## src/common/iop_pkg.sv

```systemverilog
// Shared constants for the input and bidirectional port block.
package iop_pkg;
  localparam int          PORT_W             = 4;
  localparam int          ADDR_W             = 8;
  // Register byte offsets.
  localparam logic [7:0]  OFF_OPTION         = 8'h00;
  localparam logic [7:0]  OFF_IN_STATUS      = 8'h04;
  localparam logic [7:0]  OFF_IN_IRQ_REQ     = 8'h08;
  localparam logic [7:0]  OFF_IN_IRQ_MASK    = 8'h0C;
  localparam logic [7:0]  OFF_BIDIR_DATA     = 8'h10;
  localparam logic [7:0]  OFF_BIDIR_DIR      = 8'h14;
  localparam logic [7:0]  OFF_INT_STATUS     = 8'h18;
  localparam logic [7:0]  OFF_INT_MASK       = 8'h1C;
  // Option register field positions.
  localparam int          OPT_WATCHDOG_DIS   = 0;
  localparam int          OPT_FIRST_BYPASS   = 1;
  localparam int          OPT_THIRD_BYPASS   = 2;
  localparam int          OPT_RISING_EDGE    = 3;
  // Reset values.
  localparam logic [3:0]  OPTION_RESET       = 4'h0;
  localparam logic [3:0]  IN_IRQ_REQ_RESET   = 4'h0;
  localparam logic [3:0]  IN_IRQ_MASK_RESET  = 4'h0;
  localparam logic [3:0]  BIDIR_DATA_RESET   = 4'h0;
  localparam logic [3:0]  BIDIR_DIR_RESET    = 4'h0;
  localparam logic [3:0]  INT_STATUS_RESET   = 4'h0;
  localparam logic [3:0]  INT_MASK_RESET     = 4'h0;
  // Debounce clock taps as system clock divisions.
  localparam int          FAST_TAP_DIV       = 32;
  localparam int          SLOW_TAP_DIV       = 256;
  // Bus responses.
  localparam logic [1:0]  RESP_OKAY          = 2'h0;
  localparam logic [1:0]  RESP_SLVERR        = 2'h2;
endpackage

```

## src/iop_ports.sv

```systemverilog
// Input port and bidirectional port logic with option register and AXI4-Lite access.
// How it works
// - Edge-select bit resets to 0 for falling edge; 1 selects rising edge.
// - First-port bypass bit 0 takes request edges from debounced inputs; 1 takes them from undebounced inputs.
// - Third-port bypass bit only drives THIRD_DEBOUNCE_BYPASS_OUT; pin 2 stays debounced here.
// - Watchdog-disable bit resets 0 keeping watchdog on; 1 turns time-out off.
// - Debounced input accepts level held over two consecutive debounce tap edges.
// - Input status read returns current pin levels, no latching or debouncing.
// - Debounced pins 0, 1, 2 drive the three branch test variables.
// - Input pin 3 also goes out as the event counter pulse input.
// - Each input has a mask bit; edges request only when mask is 1.
// - Request flags clear on reset and on read; read clears summary flag.
// - Request bit n is the latched flag of input pin n, reset 0.
// - Direction bit 0 makes pin high impedance; 1 drives the data bit.
// - Data read returns pins in input mode; write updates driven data.
// - Reset clears all direction bits so every bidirectional pin is input, except pin 0 while the buzzer is enabled.
// - Bidirectional pin 0 can carry the buzzer tone when buzzer selects it.
// - With read blocking, driving pins read back data register, not pin.
// - With sleep tristate option, driven outputs release during sleep.
`timescale 1ns/1ps
module iop_ports
  import iop_pkg::*;
#(
  parameter int          FAST_DIV                = FAST_TAP_DIV,
  parameter int          SLOW_DIV                = SLOW_TAP_DIV,
  parameter bit          USE_SLOW_TAP            = 1'b0,
  parameter logic [3:0]  READ_BLOCK_WHEN_DRIVING = 4'h0,
  parameter logic [3:0]  SLEEP_TRISTATE_OPTION   = 4'h0
) (
  input  wire logic              SYS_CLK_IN,
  input  wire logic              SYS_RST_IN,
  input  wire logic [ADDR_W-1:0] AXI_AWADDR_IN,
  input  wire logic              AXI_AWVALID_IN,
  output logic                   AXI_AWREADY_OUT,
  input  wire logic [31:0]       AXI_WDATA_IN,
  input  wire logic [3:0]        AXI_WSTRB_IN,
  input  wire logic              AXI_WVALID_IN,
  output logic                   AXI_WREADY_OUT,
  output logic [1:0]             AXI_BRESP_OUT,
  output logic                   AXI_BVALID_OUT,
  input  wire logic              AXI_BREADY_IN,
  input  wire logic [ADDR_W-1:0] AXI_ARADDR_IN,
  input  wire logic              AXI_ARVALID_IN,
  output logic                   AXI_ARREADY_OUT,
  output logic [31:0]            AXI_RDATA_OUT,
  output logic [1:0]             AXI_RRESP_OUT,
  output logic                   AXI_RVALID_OUT,
  input  wire logic              AXI_RREADY_IN,
  input  wire logic [3:0]        INPUT_PIN_IN,
  input  wire logic [3:0]        BIDIR_PIN_IN,
  output logic [3:0]             BIDIR_PIN_OUT,
  output logic [3:0]             BIDIR_PIN_OE_N_OUT,
  input  wire logic              BUZZER_ENABLE_IN,
  input  wire logic              BUZZER_TONE_IN,
  input  wire logic              SLEEP_IN,
  output logic                   BRANCH_TEST_ONE_OUT,
  output logic                   BRANCH_TEST_TWO_OUT,
  output logic                   BRANCH_TEST_THREE_OUT,
  output logic                   EVENT_COUNTER_PIN_OUT,
  output logic                   INPUT_GROUP_SUMMARY_OUT,
  output logic                   SUMMARY_CLEAR_OUT,
  output logic                   RISING_EDGE_SELECT_OUT,
  output logic                   THIRD_DEBOUNCE_BYPASS_OUT,
  output logic                   WATCHDOG_DISABLE_OUT,
  output logic                   IRQ_OUT
);

  localparam int TAP_DIV = USE_SLOW_TAP ? SLOW_DIV : FAST_DIV;

  generate
    if (TAP_DIV < 2 || TAP_DIV > 65536 || ADDR_W < 5) begin : g_bad_param
      $error("iop_ports: tap division or address width out of range.");
    end
  endgenerate

  logic [3:0]  option_reg;
  logic [3:0]  in_irq_mask;
  logic [3:0]  in_irq_req;
  logic [3:0]  next_in_irq_req;
  logic [3:0]  bidir_data;
  logic [3:0]  bidir_dir;
  logic [3:0]  int_status;
  logic [3:0]  int_mask;
  logic [3:0]  in_meta;
  logic [3:0]  in_sync;
  logic [3:0]  bd_meta;
  logic [3:0]  bd_sync;
  logic [3:0]  deb_sample;
  logic [3:0]  deb_level;
  logic [3:0]  edge_src;
  logic [3:0]  edge_prev;
  logic [3:0]  edge_hit;
  logic [3:0]  req_set;
  logic [3:0]  bidir_read;
  logic [3:0]  drive;
  logic [15:0] tap_cnt;
  logic        tap_tick;
  logic        aw_held;
  logic        w_held;
  logic [ADDR_W-1:0] aw_addr;
  logic [31:0] w_data;
  logic [3:0]  w_strb;
  logic        do_write;
  logic        wr_lane;
  logic        ar_fire;
  logic        req_read_clr;
  logic [31:0] next_rdata;
  logic        rd_hit;
  logic        wr_hit;

  // Both pin groups come from outside the clock domain.
  always_ff @(posedge SYS_CLK_IN) begin
    if (SYS_RST_IN) begin
      in_meta <= 4'h0;
      in_sync <= 4'h0;
      bd_meta <= 4'h0;
      bd_sync <= 4'h0;
    end else begin
      in_meta <= INPUT_PIN_IN;
      in_sync <= in_meta;
      bd_meta <= BIDIR_PIN_IN;
      bd_sync <= bd_meta;
    end
  end

  // Prescaler tap used as the debounce clock, one enable pulse per tap period.
  always_ff @(posedge SYS_CLK_IN) begin
    if (SYS_RST_IN) begin
      tap_cnt  <= 16'h0000;
      tap_tick <= 1'b0;
    end else if (tap_cnt == 16'(TAP_DIV - 1)) begin
      tap_cnt  <= 16'h0000;
      tap_tick <= 1'b1;
    end else begin
      tap_cnt  <= tap_cnt + 16'h0001;
      tap_tick <= 1'b0;
    end
  end

  // Debouncers: the new level must match at two consecutive tap edges.
  genvar gi;
  generate
    for (gi = 0; gi < PORT_W; gi++) begin : g_deb
      always_ff @(posedge SYS_CLK_IN) begin
        if (SYS_RST_IN) begin
          deb_sample[gi] <= 1'b0;
          deb_level[gi]  <= 1'b0;
        end else if (tap_tick) begin
          deb_sample[gi] <= in_sync[gi];
          if (deb_sample[gi] == in_sync[gi]) begin
            deb_level[gi] <= in_sync[gi];
          end
        end
      end
    end
  endgenerate

  // A toggle of the bypass bit may itself look like an edge; software masks first.
  always_comb begin
    edge_src = option_reg[OPT_FIRST_BYPASS] ? in_sync : deb_level;
    if (option_reg[OPT_RISING_EDGE]) begin
      edge_hit = edge_src & ~edge_prev;
    end else begin
      edge_hit = ~edge_src & edge_prev;
    end
    req_set         = edge_hit & in_irq_mask;
    // A new request in the clearing read cycle survives.
    next_in_irq_req = (in_irq_req & ~{PORT_W{req_read_clr}}) | req_set;
  end

  always_ff @(posedge SYS_CLK_IN) begin
    if (SYS_RST_IN) begin
      edge_prev               <= 4'h0;
      in_irq_req              <= IN_IRQ_REQ_RESET;
      INPUT_GROUP_SUMMARY_OUT <= 1'b0;
      SUMMARY_CLEAR_OUT       <= 1'b0;
    end else begin
      edge_prev               <= edge_src;
      in_irq_req              <= next_in_irq_req;
      INPUT_GROUP_SUMMARY_OUT <= |next_in_irq_req;
      SUMMARY_CLEAR_OUT       <= req_read_clr;
    end
  end

  // Fixed routing of the input port to the CPU and the event counter.
  always_ff @(posedge SYS_CLK_IN) begin
    if (SYS_RST_IN) begin
      BRANCH_TEST_ONE_OUT   <= 1'b0;
      BRANCH_TEST_TWO_OUT   <= 1'b0;
      BRANCH_TEST_THREE_OUT <= 1'b0;
      EVENT_COUNTER_PIN_OUT <= 1'b0;
    end else begin
      BRANCH_TEST_ONE_OUT   <= deb_level[0];
      BRANCH_TEST_TWO_OUT   <= deb_level[1];
      BRANCH_TEST_THREE_OUT <= deb_level[2];
      EVENT_COUNTER_PIN_OUT <= in_sync[3];
    end
  end

  assign RISING_EDGE_SELECT_OUT    = option_reg[OPT_RISING_EDGE];
  assign THIRD_DEBOUNCE_BYPASS_OUT = option_reg[OPT_THIRD_BYPASS];
  assign WATCHDOG_DISABLE_OUT      = option_reg[OPT_WATCHDOG_DIS];

  // Pin drivers; the buzzer outranks the direction bit on pin 0.
  always_comb begin
    drive    = bidir_dir;
    drive[0] = bidir_dir[0] | BUZZER_ENABLE_IN;
    if (SLEEP_IN) begin
      drive = drive & ~SLEEP_TRISTATE_OPTION;
    end
    // Blocked driving pins give the data latch, so software keeps a RAM image.
    bidir_read = (bidir_dir & READ_BLOCK_WHEN_DRIVING & bidir_data) |
                 (~(bidir_dir & READ_BLOCK_WHEN_DRIVING) & bd_sync);
  end

  always_ff @(posedge SYS_CLK_IN) begin
    if (SYS_RST_IN) begin
      BIDIR_PIN_OUT      <= 4'h0;
      BIDIR_PIN_OE_N_OUT <= 4'hF;
    end else begin
      BIDIR_PIN_OUT      <= {bidir_data[3:1], BUZZER_ENABLE_IN ? BUZZER_TONE_IN : bidir_data[0]};
      BIDIR_PIN_OE_N_OUT <= ~drive;
    end
  end

  // AXI4-Lite write side: address and data are held until both are present.
  assign AXI_AWREADY_OUT = !aw_held && !AXI_BVALID_OUT;
  assign AXI_WREADY_OUT  = !w_held && !AXI_BVALID_OUT;
  assign do_write        = aw_held && w_held && !AXI_BVALID_OUT;
  assign wr_lane         = do_write && w_strb[0];

  always_comb begin
    case (aw_addr)
      OFF_OPTION, OFF_IN_STATUS, OFF_IN_IRQ_REQ, OFF_IN_IRQ_MASK,
      OFF_BIDIR_DATA, OFF_BIDIR_DIR, OFF_INT_STATUS, OFF_INT_MASK: wr_hit = 1'b1;
      default: wr_hit = 1'b0;
    endcase
  end

  always_ff @(posedge SYS_CLK_IN) begin
    if (SYS_RST_IN) begin
      aw_held        <= 1'b0;
      w_held         <= 1'b0;
      aw_addr        <= '0;
      w_data         <= 32'h0000_0000;
      w_strb         <= 4'h0;
      AXI_BVALID_OUT <= 1'b0;
      AXI_BRESP_OUT  <= RESP_OKAY;
    end else begin
      if (AXI_AWVALID_IN && AXI_AWREADY_OUT) begin
        aw_held <= 1'b1;
        aw_addr <= AXI_AWADDR_IN;
      end
      if (AXI_WVALID_IN && AXI_WREADY_OUT) begin
        w_held <= 1'b1;
        w_data <= AXI_WDATA_IN;
        w_strb <= AXI_WSTRB_IN;
      end
      if (do_write) begin
        aw_held        <= 1'b0;
        w_held         <= 1'b0;
        AXI_BVALID_OUT <= 1'b1;
        AXI_BRESP_OUT  <= wr_hit ? RESP_OKAY : RESP_SLVERR;
      end else if (AXI_BVALID_OUT && AXI_BREADY_IN) begin
        AXI_BVALID_OUT <= 1'b0;
      end
    end
  end

  // Software-written registers, one concern per block.
  always_ff @(posedge SYS_CLK_IN) begin
    if (SYS_RST_IN) begin
      option_reg  <= OPTION_RESET;
      in_irq_mask <= IN_IRQ_MASK_RESET;
      bidir_data  <= BIDIR_DATA_RESET;
      bidir_dir   <= BIDIR_DIR_RESET;
      int_mask    <= INT_MASK_RESET;
    end else if (wr_lane) begin
      case (aw_addr)
        OFF_OPTION:      option_reg  <= w_data[3:0];
        OFF_IN_IRQ_MASK: in_irq_mask <= w_data[3:0];
        OFF_BIDIR_DATA:  bidir_data  <= w_data[3:0];
        OFF_BIDIR_DIR:   bidir_dir   <= w_data[3:0];
        OFF_INT_MASK:    int_mask    <= w_data[3:0];
        default: ;
      endcase
    end
  end

  // Sticky event bits: a new request sets, a written one clears, and the set wins.
  always_ff @(posedge SYS_CLK_IN) begin
    if (SYS_RST_IN) begin
      int_status <= INT_STATUS_RESET;
      IRQ_OUT    <= 1'b0;
    end else begin
      if (wr_lane && aw_addr == OFF_INT_STATUS) begin
        int_status <= (int_status & ~w_data[3:0]) | req_set;
      end else begin
        int_status <= int_status | req_set;
      end
      IRQ_OUT <= |(int_status & int_mask);
    end
  end

  // AXI4-Lite read side; reading the request register clears it.
  assign AXI_ARREADY_OUT = !AXI_RVALID_OUT;
  assign ar_fire         = AXI_ARVALID_IN && AXI_ARREADY_OUT;
  assign req_read_clr    = ar_fire && AXI_ARADDR_IN == OFF_IN_IRQ_REQ;

  always_comb begin
    next_rdata = 32'h0000_0000;
    rd_hit     = 1'b1;
    case (AXI_ARADDR_IN)
      OFF_OPTION:      next_rdata[3:0] = option_reg;
      OFF_IN_STATUS:   next_rdata[3:0] = in_sync;
      OFF_IN_IRQ_REQ:  next_rdata[3:0] = in_irq_req;
      OFF_IN_IRQ_MASK: next_rdata[3:0] = in_irq_mask;
      OFF_BIDIR_DATA:  next_rdata[3:0] = bidir_read;
      OFF_BIDIR_DIR:   next_rdata[3:0] = bidir_dir;
      OFF_INT_STATUS:  next_rdata[3:0] = int_status;
      OFF_INT_MASK:    next_rdata[3:0] = int_mask;
      default:         rd_hit = 1'b0;
    endcase
  end

  always_ff @(posedge SYS_CLK_IN) begin
    if (SYS_RST_IN) begin
      AXI_RVALID_OUT <= 1'b0;
      AXI_RDATA_OUT  <= 32'h0000_0000;
      AXI_RRESP_OUT  <= RESP_OKAY;
    end else if (ar_fire) begin
      AXI_RVALID_OUT <= 1'b1;
      AXI_RDATA_OUT  <= next_rdata;
      AXI_RRESP_OUT  <= rd_hit ? RESP_OKAY : RESP_SLVERR;
    end else if (AXI_RVALID_OUT && AXI_RREADY_IN) begin
      AXI_RVALID_OUT <= 1'b0;
    end
  end
endmodule // iop_ports

```

## config.mk

```make
export PLATFORM = sky130hd
export DESIGN_NAME = iop_ports
export DESIGN_NICKNAME = d
export VERILOG_FILES = /design/src/common/iop_pkg.sv /design/src/iop_ports.sv
export SDC_FILE = /design/constraint.sdc
export NUM_CORES = 1
export LEC_CHECK = 0
export ABC_AREA = 1
export BUFFER_PORTS_ARGS = -buffer_cell sky130_fd_sc_hd__buf_4
export CAP_MARGIN = 20
export CORE_MARGIN = 10
export CORE_UTILIZATION = 40
export DETAILED_ROUTE_END_ITERATION = 10
export GPL_ROUTABILITY_DRIVEN = 0
export PLACE_DENSITY = 0.72
export SKIP_LAST_GASP = 1
export SYNTH_ARGS = -nofsm -noshare
export SYNTH_HDL_FRONTEND = slang
export SYNTH_SLANG_ARGS = --single-unit
```

## constraint.sdc

```tcl
create_clock -name SYS_CLK_IN -period 2.1 [get_ports SYS_CLK_IN]
set_input_delay 0.21 -clock SYS_CLK_IN [delete_from_list [all_inputs] [get_ports SYS_CLK_IN]]
set_output_delay 0.21 -clock SYS_CLK_IN [all_outputs]
set_load 0.005 [all_outputs]
```

==> flow_metrics.env <==
export IMPL_worst_slew_pin_slew_ps=573
export IMPL_slew_limit_headroom_pct=61.8
export IMPL_htree_num_levels=3
export IMPL_clkLatencyLatePin_ps=340
export IMPL_unrepaired_setup_endpoints_after_global_routing="false"
export IMPL_timing_hold_worst_path_depth=2
export IMPL_power_share_sequential_pct=52.5
export IMPL_layout_setup_ws_ps=375
export IMPL_initial_core_util_pct=41.1
export IMPL_cp_max_fo=15
export IMPL_internal_power_mw=3.27
export IMPL_largestRegisters="tap_cnt (16), aw_addr (8)"
export IMPL_post_drt_wl_per_cell_um=13.0
export IMPL_total_via_count_in_the_routed_design=4028
export IMPL_detailedRoute_firstIterationViolations=319
export IMPL_utilization_pct=48.1
export IMPL_yosys_warns=0
export IMPL_slew_violations=0
export IMPL_synthCells=627
export IMPL_post_synth_top_area_share_pct=47.6
export IMPL_ys_seq_area_share_pct=47.6
export IMPL_yosys_most_used_dff="sky130_fd_sc_hd__dfxtp_1"
export IMPL_hold_viol=0
export IMPL_timing_fmax_mhz=580
export IMPL_postSynth_asyncResetShare_pct=0
export IMPL_tritoncts="yes"
export IMPL_grt_overall_usage_pct=13.0
export IMPL_synth_top_area_cell="sky130_fd_sc_hd__dfxtp_1"
export IMPL_detailedRoute_firstPassIterationCount=4
export IMPL_r2r_cells=6
export IMPL_worst_setup_skew_after_layout_ps=7.13
export IMPL_floorplan_die_width_um=129
export IMPL_cts_root_to_sink_buffers=2
export IMPL_core_area_um2=11500
export IMPL_fin_nets=760
export IMPL_largest_net_degree_at_the_start_of_global_routing=56
export IMPL_antenna_found_initial=0
export IMPL_avg_vias_per_cell=4.81
export IMPL_power_frac_clock_pct=40.3
export IMPL_p_switching_mw=0.951
export IMPL_vdd_drop_max_uv=426
export IMPL_clkSlewWorstSetupHoldPaths_ps=70
export IMPL_finalSetupTns_ps=0
export IMPL_post_route_min_period_ps=1730
export IMPL_finalWirelength_mm=10.9
export IMPL_ctsRootBufferMaster="sky130_fd_sc_hd__clkbuf_16"
export IMPL_outcome="complete, no violations"
export IMPL_layout_cells_non_filler=837
export IMPL_crit_required_ps=2310
export IMPL_synth_top_cells_by_area="sky130_fd_sc_hd__dfxtp_1 48%, sky130_fd_sc_hd__nand2_1 7.4%, sky130_fd_sc_hd__inv_1 7.1%, sky130_fd_sc_hd__nor2_1 6.5%, sky130_fd_sc_hd__o21ai_0 5.5%"
export IMPL_power_share_combinational_pct=7.2
export IMPL_cts_resized=0
export IMPL_class_of_the_worst_hold_path="input pin to flip-flop"
export IMPL_buffer_ports_inserted=66
export IMPL_fp_row_count=39
export IMPL_endpoint_kind="flip-flop"
export IMPL_criticalPathCategory="flip-flop to flip-flop"
export IMPL_largest_reg_flops=16
export IMPL_synth_seq_cells=112
export IMPL_post_route_period_util_pct=82.2
export IMPL_drcViolationCount=0
export IMPL_antenna_violating_nets_post_route=0
export IMPL_number_of_buffers_inserted_during_clock_tree_synthesis=9
export IMPL_gr_total_overflow=0
export IMPL_wire_length_of_the_first_global_routing_pass_mm=18.2
export IMPL_fin_worst_hold_slack_ps=57.0
export IMPL_postCtsSetupBuffers=0
export IMPL_p_leak_nw=2.34
export IMPL_post_synth_num_cell_types=33
export IMPL_drive_above_1_share_pct=15.3
export IMPL_die_height_um=129
export IMPL_placed_cells=821
export IMPL_max_flop_register="tap_cnt"
export IMPL_place_hpwl_mm=8.37
export IMPL_synth_enable_flop_cells=0
export IMPL_cp_start_kind="flip-flop"
export IMPL_most_used_cells_in_the_layout_excluding_fill_and_tap_cells="112 x sky130_fd_sc_hd__dfxtp_1, 93 x sky130_fd_sc_hd__nand2_1, 89 x sky130_fd_sc_hd__inv_1"
export IMPL_setup_violations_final=0
export IMPL_syn_area_per_cell_um2=7.51
export IMPL_clock_sink_count=112
export IMPL_post_cts_hold_buffer_count=0
export IMPL_ios=129
export IMPL_final_common_cell="sky130_fd_sc_hd__dfxtp_1"
export IMPL_grt_pass1_vias=4041
export IMPL_syn_cell_area_um2=4710
export IMPL_detailedPlace_worstSlack_ps=385
export IMPL_p_per_area_nw_per_um2=765
export IMPL_drv_cap=0
export IMPL_synth_to_layout_area_growth_pct=17.2
export IMPL_critPathArrivalTime_ps=1940
export IMPL_fp_dieArea_um2=16500
export IMPL_num_antenna_cells=0
export IMPL_switching_share_pct=22.5
[per-stage QoR]
step	power [mW]	instance area, um^2
5_1_grt	4.39	5520
3_3_place_gp	2.56	5210
6_report	4.22	5520
2_1_floorplan	2.48	4820
4_1_cts	4.26	5520
3_5_place_dp	2.57	5210
[routing by layer]
metal | track usage [%] | vias up | wire [um]
met5 | 0 | - | 0
met4 | 3.47 | 0 | 105
met2 | 22.9 | 111 | 5340
met1 | 15.0 | 1846 | 4630
met3 | 3.74 | 12 | 830
li1 | - | 2059 | -
[critical path, stage by stage (launching register included)]
cell,delay [ps]
sky130_fd_sc_hd__dfxtp_1,370
sky130_fd_sc_hd__ha_1,200
sky130_fd_sc_hd__nand3_1,180
sky130_fd_sc_hd__nor2_1,170
sky130_fd_sc_hd__nand3_1,130
sky130_fd_sc_hd__nand2_1,420
sky130_fd_sc_hd__nor3_1,110
[worst paths after layout]
check	from	slack (ps)	end
hold reg to reg	in_meta[0]$_SDFF_PP0_	400	in_sync[0]$_SDFF_PP0_
hold / removal	BUZZER_ENABLE_IN	60	BIDIR_PIN_OUT[0]$_SDFF_PP0_
setup / recovery	tap_cnt[0]$_SDFF_PP0_	370	tap_cnt[13]$_SDFF_PP0_
setup reg to reg	tap_cnt[0]$_SDFF_PP0_	370	tap_cnt[13]$_SDFF_PP0_
[logic make-up (layout without fill, tap and decap cells)]
logic type               Yosys count  after routing  synth area share [%]
AO/OA/AOI/OAI                    119            119                  13.7
XOR/XNOR                           4              4                 0.744
adder cells (fa/ha/maj)            1              1                 0.266
buffers and inverters            137            175                  13.6
flip-flops                       112            112                  47.6
other                              1             30                0.0796
AND/OR/NAND/NOR                  253            253                  24.0
[power by group through the flow]
stage | combinational [mW] | clock (mW) | sequential [mW]
floorplan | 0.224 | 0 | 2.26
global placement | 0.296 | 0 | 2.26
detailed placement | 0.305 | 0 | 2.26
CTS | 0.306 | 1.73 | 2.22
global route | 0.350 | 1.82 | 2.22
finish | 0.306 | 1.70 | 2.22
[cell type report]
class	instances	area (um^2)
Multi-Input combinational cell	407	1940
Sequential cell	112	2240
Fill cell	1140	5950
Timing Repair Buffer	69	518
Inverter	90	338
Clock inverter	1	7.51
Clock buffer	15	298
Tap cell	143	179
[synth_stat cells, types with 4 or more instances]
master,number
sky130_fd_sc_hd__nor3_1,8
sky130_fd_sc_hd__nor2_2,5
sky130_fd_sc_hd__o211ai_1,4
sky130_fd_sc_hd__buf_4,33
sky130_fd_sc_hd__nor2_4,7
sky130_fd_sc_hd__a211oi_1,8
sky130_fd_sc_hd__a21oi_1,49
sky130_fd_sc_hd__clkbuf_1,11
sky130_fd_sc_hd__nand3_1,43
sky130_fd_sc_hd__nand2_1,93
sky130_fd_sc_hd__nor2_1,82
sky130_fd_sc_hd__inv_1,89
sky130_fd_sc_hd__dfxtp_1,112
sky130_fd_sc_hd__o21ai_0,52
(Power assumes the default switching activity.)
